$ cat src/inc/smh_pkg.sv
// constants, field layouts and carrier types of the serial master controller
package smh_pkg;

    // ------------------------------------------------------------
    // timing
    // ------------------------------------------------------------
    localparam int CLK_NS = 40;          // sys_clk_i period
    localparam int DEV_CLK_NS_DEF = 125; // period of the far port's own cpu clock

    // ------------------------------------------------------------
    // command port
    // ------------------------------------------------------------
    localparam int BUS_AW = 2;
    localparam int BUS_DW = 16;
    localparam int BYTE_W = 8;
    localparam int DIV_W = 8;
    localparam logic [BUS_AW-1:0] ADDR_CTRL = 2'h0;
    localparam logic [BUS_AW-1:0] ADDR_TXD = 2'h1;
    localparam logic [BUS_AW-1:0] ADDR_RXD = 2'h2;
    localparam logic [BUS_AW-1:0] ADDR_STAT = 2'h3;
    localparam logic [BUS_DW-1:0] CTRL_RST = 16'h0400;

    // ------------------------------------------------------------
    // byte framing
    // ------------------------------------------------------------
    localparam int EDGE_W = 4;
    localparam logic [EDGE_W-1:0] EDGE_LAST = 4'hf;
    localparam logic [EDGE_W:0] EDGES_PER_BYTE = 5'h10;

    // ------------------------------------------------------------
    // types
    // ------------------------------------------------------------
    typedef struct packed {
        logic [DIV_W-1:0] half_div; // sck half period in sys clocks
        logic [3:0] rsvd;
        logic simplex;              // receive only over the tied data line
        logic hold;                 // keep select low between bytes (phase 1 only)
        logic cpha;
        logic cpol;
    } smh_cfg_s;

    typedef struct packed {
        logic sck;
        logic mosi;
        logic mosi_oe;
        logic ss_n;
    } smh_pins_s;

    typedef struct packed {
        logic [BUS_DW-5:0] rsvd;
        logic refused;
        logic overrun;
        logic done;
        logic busy;
    } smh_stat_s;

    typedef enum logic [2:0] {ST_IDLE, ST_LEAD, ST_SHIFT, ST_TRAIL, ST_GAP} smh_state_e;

endpackage

$ cat src/hdl/smh_tick_div.sv
// half-period enable divider for the serial clock
`timescale 1ns/10ps
module smh_tick_div #(
    parameter int W = 8
) (
    input wire logic sys_clk_i,
    input wire logic arst_n_i,
    input wire logic run_i,
    input wire logic [W-1:0] half_i,
    output logic tick_o
);

    logic [W-1:0] cnt_q;

    // one pulse every half_i cycles while running
    assign tick_o = run_i && (cnt_q == '0);

    // ------------------------------------------------------------
    // down counter, reloaded while stopped
    // ------------------------------------------------------------
    always_ff @(posedge sys_clk_i or negedge arst_n_i)
    begin
        if (!arst_n_i)
            cnt_q <= '0;
        else if (!run_i || cnt_q == '0)
            cnt_q <= half_i - W'(1);
        else
            cnt_q <= cnt_q - W'(1);
    end

endmodule // smh_tick_div

$ cat src/hdl/smh_master.sv
// serial master controller driving the port as a slave
// Functional notes
// - sck half period at least far cpu period
// - bytes shifted most significant bit first
// - we alone start bytes and drive sck
// - simplex mode releases mosi, reads tied line
// - cpol and cpha chosen per byte, matching far
// - far master keeps internal select high
// - phase one may keep select low throughout
// - phase zero raises select between bytes
// - far software orders its register writes
// - far software enters slave mode properly
// - done flag cleared early, overrun otherwise flagged
//
// The register addresses and the address-and-strobe port were chosen for this implementation.
`timescale 1ns/10ps
module smh_master #(
    parameter int DEV_CLK_NS = smh_pkg::DEV_CLK_NS_DEF
) (
    input wire logic sys_clk_i,
    input wire logic arst_n_i,
    input wire logic [smh_pkg::BUS_AW-1:0] addr_i,
    input wire logic [smh_pkg::BUS_DW-1:0] wdata_i,
    input wire logic wr_i,
    input wire logic rd_i,
    output logic [smh_pkg::BUS_DW-1:0] rdata_o,
    output smh_pkg::smh_pins_s pins_o,
    input wire logic miso_i,
    input wire logic mosi_i
);
    import smh_pkg::*;

    // ------------------------------------------------------------
    // derived rate limit
    // ------------------------------------------------------------
    localparam int MIN_HALF_RAW = (DEV_CLK_NS + CLK_NS - 1) / CLK_NS;
    localparam int MIN_HALF = (MIN_HALF_RAW < 1) ? 1 : MIN_HALF_RAW;
    localparam logic [DIV_W-1:0] MIN_HALF_V = DIV_W'(MIN_HALF);

    smh_cfg_s cfg_q;
    smh_cfg_s act_q;
    smh_state_e state_q;
    logic [EDGE_W-1:0] cnt_q;
    logic sck_q;
    logic ss_n_q;
    logic [BYTE_W-1:0] tx_q;
    logic [BYTE_W-1:0] rx_sh_q;
    logic [BYTE_W-1:0] rxd_q;
    logic done_q;
    logic ovr_q;
    logic refused_q;
    logic [BUS_DW-1:0] rdata_q;
    logic [1:0] sync1_q;
    logic [1:0] sync2_q;
    logic tick;

    // ------------------------------------------------------------
    // pin synchronisers: bit 0 miso, bit 1 tied data line
    // ------------------------------------------------------------
    always_ff @(posedge sys_clk_i or negedge arst_n_i)
    begin
        if (!arst_n_i)
        begin
            sync1_q <= '0;
            sync2_q <= '0;
        end
        else
        begin
            sync1_q <= {mosi_i, miso_i};
            sync2_q <= sync1_q;
        end
    end

    // ------------------------------------------------------------
    // command decode
    // ------------------------------------------------------------
    wire logic wr_ctrl = wr_i && (addr_i == ADDR_CTRL);
    wire logic wr_txd = wr_i && (addr_i == ADDR_TXD);
    wire logic rd_rxd = rd_i && (addr_i == ADDR_RXD);
    wire logic rd_stat = rd_i && (addr_i == ADDR_STAT);
    wire logic idle = (state_q == ST_IDLE);
    wire logic start = wr_txd && idle;
    wire logic refused = wr_txd && !idle;
    wire logic in_shift = (state_q == ST_SHIFT);
    wire logic out_phase = cnt_q[0] ^ act_q.cpha;
    wire logic shift_now = in_shift && tick && out_phase && (cnt_q != '0);
    wire logic sample_now = in_shift && tick && !out_phase;
    wire logic rx_bit = act_q.simplex ? sync2_q[1] : sync2_q[0];
    wire logic byte_end = (state_q == ST_TRAIL) && tick;
    wire logic keep_sel = act_q.cpha && cfg_q.hold;
    wire logic [DIV_W-1:0] half_eff = (cfg_q.half_div < MIN_HALF_V) ? MIN_HALF_V : cfg_q.half_div;

    // ------------------------------------------------------------
    // configuration; active copy only follows while idle
    // ------------------------------------------------------------
    always_ff @(posedge sys_clk_i or negedge arst_n_i)
    begin
        if (!arst_n_i)
            cfg_q <= smh_cfg_s'(CTRL_RST);
        else if (wr_ctrl)
            cfg_q <= '{half_div: wdata_i[BUS_DW-1:BUS_DW-DIV_W], rsvd: '0, simplex: wdata_i[3],
                       hold: wdata_i[2], cpha: wdata_i[1], cpol: wdata_i[0]};
    end

    always_ff @(posedge sys_clk_i or negedge arst_n_i)
    begin
        if (!arst_n_i)
            act_q <= smh_cfg_s'(CTRL_RST);
        else if (idle)
            act_q <= '{half_div: half_eff, rsvd: '0, simplex: cfg_q.simplex,
                       hold: cfg_q.hold, cpha: cfg_q.cpha, cpol: cfg_q.cpol};
    end

    // half period enable
    smh_tick_div #(
        .W(DIV_W)
    ) u_div (
        .sys_clk_i(sys_clk_i),
        .arst_n_i(arst_n_i),
        .run_i(!idle),
        .half_i(act_q.half_div),
        .tick_o(tick)
    );

    // ------------------------------------------------------------
    // byte sequencer
    // ------------------------------------------------------------
    always_ff @(posedge sys_clk_i or negedge arst_n_i)
    begin
        if (!arst_n_i)
            state_q <= ST_IDLE;
        else
        begin
            unique case (state_q)
                ST_IDLE: if (start) state_q <= ST_LEAD;
                ST_LEAD: if (tick) state_q <= ST_SHIFT;
                ST_SHIFT: if (tick && cnt_q == EDGE_LAST) state_q <= ST_TRAIL;
                ST_TRAIL: if (tick) state_q <= keep_sel ? ST_IDLE : ST_GAP;
                ST_GAP: if (tick) state_q <= ST_IDLE;
            endcase
        end
    end

    // edge counter inside the byte
    always_ff @(posedge sys_clk_i or negedge arst_n_i)
    begin
        if (!arst_n_i)
            cnt_q <= '0;
        else if (!in_shift)
            cnt_q <= '0;
        else if (tick)
            cnt_q <= cnt_q + EDGE_W'(1);
    end

    // serial clock: sixteen toggles per byte, rests at cpol
    always_ff @(posedge sys_clk_i or negedge arst_n_i)
    begin
        if (!arst_n_i)
            sck_q <= 1'b0;
        else if (!in_shift)
            sck_q <= idle ? cfg_q.cpol : act_q.cpol;
        else if (tick)
            sck_q <= !sck_q;
    end

    // select: low from start, high after byte unless held
    always_ff @(posedge sys_clk_i or negedge arst_n_i)
    begin
        if (!arst_n_i)
            ss_n_q <= 1'b1;
        else if (start)
            ss_n_q <= 1'b0;
        else if ((byte_end || idle) && !keep_sel)
            ss_n_q <= 1'b1;
    end

    // ------------------------------------------------------------
    // data shifters
    // ------------------------------------------------------------
    always_ff @(posedge sys_clk_i or negedge arst_n_i)
    begin
        if (!arst_n_i)
            tx_q <= '0;
        else if (start)
            tx_q <= wdata_i[BYTE_W-1:0];
        else if (shift_now)
            tx_q <= {tx_q[BYTE_W-2:0], 1'b0};
    end

    always_ff @(posedge sys_clk_i or negedge arst_n_i)
    begin
        if (!arst_n_i)
            rx_sh_q <= '0;
        else if (sample_now)
            rx_sh_q <= {rx_sh_q[BYTE_W-2:0], rx_bit};
    end

    always_ff @(posedge sys_clk_i or negedge arst_n_i)
    begin
        if (!arst_n_i)
            rxd_q <= '0;
        else if (byte_end)
            rxd_q <= rx_sh_q;
    end

    // ------------------------------------------------------------
    // status flags; a set beats a clear in the same cycle
    // ------------------------------------------------------------
    always_ff @(posedge sys_clk_i or negedge arst_n_i)
    begin
        if (!arst_n_i)
        begin
            done_q <= 1'b0;
            ovr_q <= 1'b0;
            refused_q <= 1'b0;
        end
        else
        begin
            done_q <= byte_end || (done_q && !rd_rxd);
            ovr_q <= (byte_end && done_q) || (ovr_q && !rd_stat);
            refused_q <= refused || (refused_q && !rd_stat);
        end
    end

    // ------------------------------------------------------------
    // read data, one cycle after the strobe only
    // ------------------------------------------------------------
    wire smh_stat_s stat_w = '{rsvd: '0, refused: refused_q, overrun: ovr_q, done: done_q, busy: !idle};
    wire logic [BUS_DW-1:0] rsel = (addr_i == ADDR_CTRL) ? BUS_DW'(cfg_q) :
                                   (addr_i == ADDR_RXD) ? BUS_DW'(rxd_q) :
                                   (addr_i == ADDR_STAT) ? BUS_DW'(stat_w) : '0;

    always_ff @(posedge sys_clk_i or negedge arst_n_i)
    begin
        if (!arst_n_i)
            rdata_q <= '0;
        else
            rdata_q <= rd_i ? rsel : '0;
    end

    // outputs
    assign rdata_o = rdata_q;
    assign pins_o = '{sck: sck_q, mosi: tx_q[BYTE_W-1], mosi_oe: !act_q.simplex, ss_n: ss_n_q};

    // ------------------------------------------------------------
    // checking helpers
    // ------------------------------------------------------------
    logic [DIV_W-1:0] gap_q;
    logic [EDGE_W:0] edges_q;

    always_ff @(posedge sys_clk_i or negedge arst_n_i)
    begin
        if (!arst_n_i)
            gap_q <= '1;
        else if (tick)
            gap_q <= '0;
        else if (gap_q != '1)
            gap_q <= gap_q + DIV_W'(1);
    end

    always_ff @(posedge sys_clk_i or negedge arst_n_i)
    begin
        if (!arst_n_i)
            edges_q <= '0;
        else if (start)
            edges_q <= '0;
        else if (in_shift && tick)
            edges_q <= edges_q + (EDGE_W+1)'(1);
    end
endmodule // smh_master

$ cat config.mk
export PLATFORM = sky130hd
export DESIGN_NAME = smh_master
export DESIGN_NICKNAME = d
export VERILOG_FILES = /design/src/inc/smh_pkg.sv /design/src/hdl/smh_tick_div.sv /design/src/hdl/smh_master.sv
export SDC_FILE = /design/constraint.sdc
export NUM_CORES = 1
export LEC_CHECK = 0
export BUFFER_PORTS_ARGS = -buffer_cell sky130_fd_sc_hd__buf_2
export CAP_MARGIN = 10
export CORE_MARGIN = 5
export CORE_UTILIZATION = 38
export CTS_CLUSTER_SIZE = 12
export DETAILED_ROUTE_END_ITERATION = 10
export MAX_ROUTING_LAYER = met4
export SKIP_LAST_GASP = 1
export SLEW_MARGIN = 20
export SYNTH_ARGS = -nofsm -noshare
export SYNTH_HDL_FRONTEND = slang
export SYNTH_SLANG_ARGS = --single-unit
$ cat constraint.sdc
create_clock -name sys_clk_i -period 2.9 [get_ports sys_clk_i]
set_input_delay 0 -clock sys_clk_i [delete_from_list [all_inputs] [get_ports sys_clk_i]]
set_output_delay 0 -clock sys_clk_i [all_outputs]
set_load 0.02 [all_outputs]
==> impl_metrics.toml <==
[grt]
track_usage_pct = 14.5
gr-total-overflow = 0
grt_max_degree = 39
grt_pass1_vias = 2653
grt_pass1_wl_mm = 13.2
antenna_found_initial = 0

[timing]
fin_setup_tns_ps = 0
rsz0062_at_grt = "false"
fmax_ghz = 0.385
final.period_utilization_pct = 89.5
setup_viol = 0
drv_slew = 0
fin_skew_ps = 11.2
worst_slew_pin_slew_ps = 1020
setup_slack_ps = 304
holdWs_ps = 46.4
hold_viol_final = 0
period_needed_ps = 2600
slew_headroom_pct = 31.8

[drt]
drtIter0Drc = 100
dr.pass1.iters = 4
ant_nets = 0
drc = 0
via_per_inst = 4.86
wl_per_cell_um = 14.3
routed_wl_mm = 7.63
vias = 2594

[hold_path]
hp-class = "in -> reg"
hold_end = "refused_q$_DFF_PN0_"
hold_depth = 4
hold_start = "addr_i[0]"

[critical_path]
rr_startpoint = "u_div.cnt_q[4]$_DFF_PN0_"
crit_fanout = 7
r2r_cells = 9
worst-path-buf-inv = 0
cp.required_ps = 3140
reg2reg_to = "u_div.cnt_q[6]$_DFF_PN0_"
worstPathArrival_ps = 2830
cp_slowest_cell = "dfrtp_1"
crit_type = "reg -> reg"
crit_path_max_incr_delay_ps = 440
cp-start-kind = "register"
crit_family = "simple AND/OR/NAND/NOR gates"
r2r_setup_slack_ps = 300
crit_chain = "nor3_4 -> and3_1 -> nor2_1 -> mux2i_1 -> ha_1 -> o21ai_0 -> nor3b_1 -> xnor2_1 -> a2bb2oi_1"
critical_path.endpoint_type = "register"

[power_and_ir_drop]
p_int_w = 0.00188
p_total_w = 0.00242
swShare_pct = 22.5
switching_power_w = 0.000544
seq_power_share_pct = 53.6
p_clk_share_pct = 39.8
p_per_area_mw_per_mm2 = 526
peakVddDrop_mv = 0.294
leakage_nw = 2.23
combPwrFrac_pct = 6.5

[cells_and_area]
area_growth_pct = 20.5
diodes = 0
stdcell_count = 534
layout-drive-gt1-share_pct = 26.4
design.final.nets = 423

[clock_network]
cts_tree = "built"
htreeDepth = 3
clock_latency_ps = 360
ctsResizeCount = 0
cts_sinks = 87
cts_made_buffers = 9
cts_root_buf = "clkbuf_8"
cts_buffer_depth = 2
clk_pin_slew_ps = 90

[floorplanning]
dieArea_mm2 = 0.0122
start_util_pct = 39.1
core_mm2 = 0.00977
ios = 44
die_y_um = 110
die_x_um = 110
num_rows = 36

[placement]
place_ws_ps = 344
hpwl_mm = 5.37
io_buffers = 43
dpl.cell_count = 497
gp_congestion = 0.791

[synthesis]
synth_top_cell_by_area = "dfrtp_1"
synth_ff_type = "dfrtp_1"
synth_async_sr_flop_share_pct = 100
synthTopCellsByCount = "84 x dfrtp_1, 46 x nand2_1, 27 x mux2_2"
yosysMostFrequentCell = "dfrtp_1"
synth_area_mm2 = 0.00382
seq_area_frac_synth_pct = 57.0
synth_nets = 359
synth_cells = 332
synthTopCellsByArea = "dfrtp_1 55%, mux2_2 8.0%, nand2_1 4.5%, mux2i_1 2.9%, and2_1 2.6%"
postSynthAreaPerCell_um2 = 11.5
synth_edf_count = 0
synth_cell_types = 47
synth_top_area_share_pct = 55.0
ys_ff_latch = 87
synth_warnings = 0

[run_status]
status = "complete, no violations"

[flow_run]
max_cap_viol_count = 0
==> worst register-to-register path: cells and delay by family (launching register included) <==
kind / cells / cell delay (ps)
fa+ha+maj: 1 / 250
xor+xnor: 1 / 150
flops: 1 / 440
mux: 1 / 230
compound gates: 2 / 270
simple gates: 4 / 1150
==> metal layers <==
metal	vias to the layer above	share of wire, %	wire, µm	GRT usage [%]
li1	1259	-	-	-
met2	51	47	3570	21.1
met3	13	4.1	312	3.03
met1	1271	47	3600	19.9
met5	-	0	0	-
met4	0	2.0	152	5.80
==> cells by family after synthesis <==
group / count (synthesis) / synth area share, %
simple gates: 120 / 16.3
flops: 87 / 57.0
compound gates: 44 / 8.21
mux: 38 / 10.8
buf+inv: 26 / 3.47
xor+xnor: 14 / 3.21
fa+ha+maj: 3 / 0.982
==> layout make-up <==
type	instances	area, µm²
clock buffer	12	155
clock inverter	4	76.3
fill	922	5170
inverter	9	33.8
multi-input combinational	219	1520
sequential	87	2180
tap	133	166
timing repair buffer	70	473
==> repair_timing <==
item | 4_1_cts | 5_1_grt
hold buffers | 21 | 0
buffers inserted | 0 | 0
hold endpoints to repair | 64 | 0
==> layout by cell type (no fill, tap or decap), drive strengths merged, types with 9 or more instances in the layout <==
cell         count
dfrtp           84
buf             49
nand2           46
mux2            27
nor2            24
dlygate4sd3     21
and2            16
o21ai           12
clkbuf          12
mux2i           11
inv             10
nor3            10
nand3            9
==> per-stage QoR <==
step / util, % / instance area, µm²
after floorplan: - / 3820
final: 47.1 / 4610
after CTS: 47.1 / 4610
after global placement: 42.6 / 4160
after detailed placement: 42.6 / 4160
after global routing: 47.1 / 4610
==> registers in the layout, summed over array words and instances (netlist names), 2 cells and up <==
name         cells
rdata_o         16
cfg_q           12
act_q           11
rx_sh_q          8
rxd_q            8
tx_q             8
u_div.cnt_q      8
cnt_q            4
state_q          3
sync1_q          2
sync2_q          2
==> power groups by stage <==
stage                     sequential [W]  clock (W)  combinational, W
after floorplan                  0.00132          0         0.0000657
after global placement           0.00132          0          0.000137
after detailed placement         0.00132          0          0.000140
after CTS                        0.00130   0.000993          0.000162
after global routing             0.00131    0.00105          0.000178
final                            0.00130   0.000965          0.000158
==> how the worst max path moves through the flow <==
stage / startpoint / end / slack [ps] / cells after the start
floorplan: u_div.cnt_q[2]$_DFF_PN0_ / u_div.cnt_q[6]$_DFF_PN0_ / 470 / 10
global placement: u_div.cnt_q[4]$_DFF_PN0_ / u_div.cnt_q[6]$_DFF_PN0_ / 460 / 9
detailed placement: u_div.cnt_q[5]$_DFF_PN0_ / u_div.cnt_q[6]$_DFF_PN0_ / 340 / 9
CTS: u_div.cnt_q[4]$_DFF_PN0_ / u_div.cnt_q[6]$_DFF_PN0_ / 310 / 9
global route: u_div.cnt_q[5]$_DFF_PN0_ / u_div.cnt_q[6]$_DFF_PN0_ / 130 / 9
finish: u_div.cnt_q[4]$_DFF_PN0_ / u_div.cnt_q[6]$_DFF_PN0_ / 300 / 9
(Power assumes the default switching activity.)
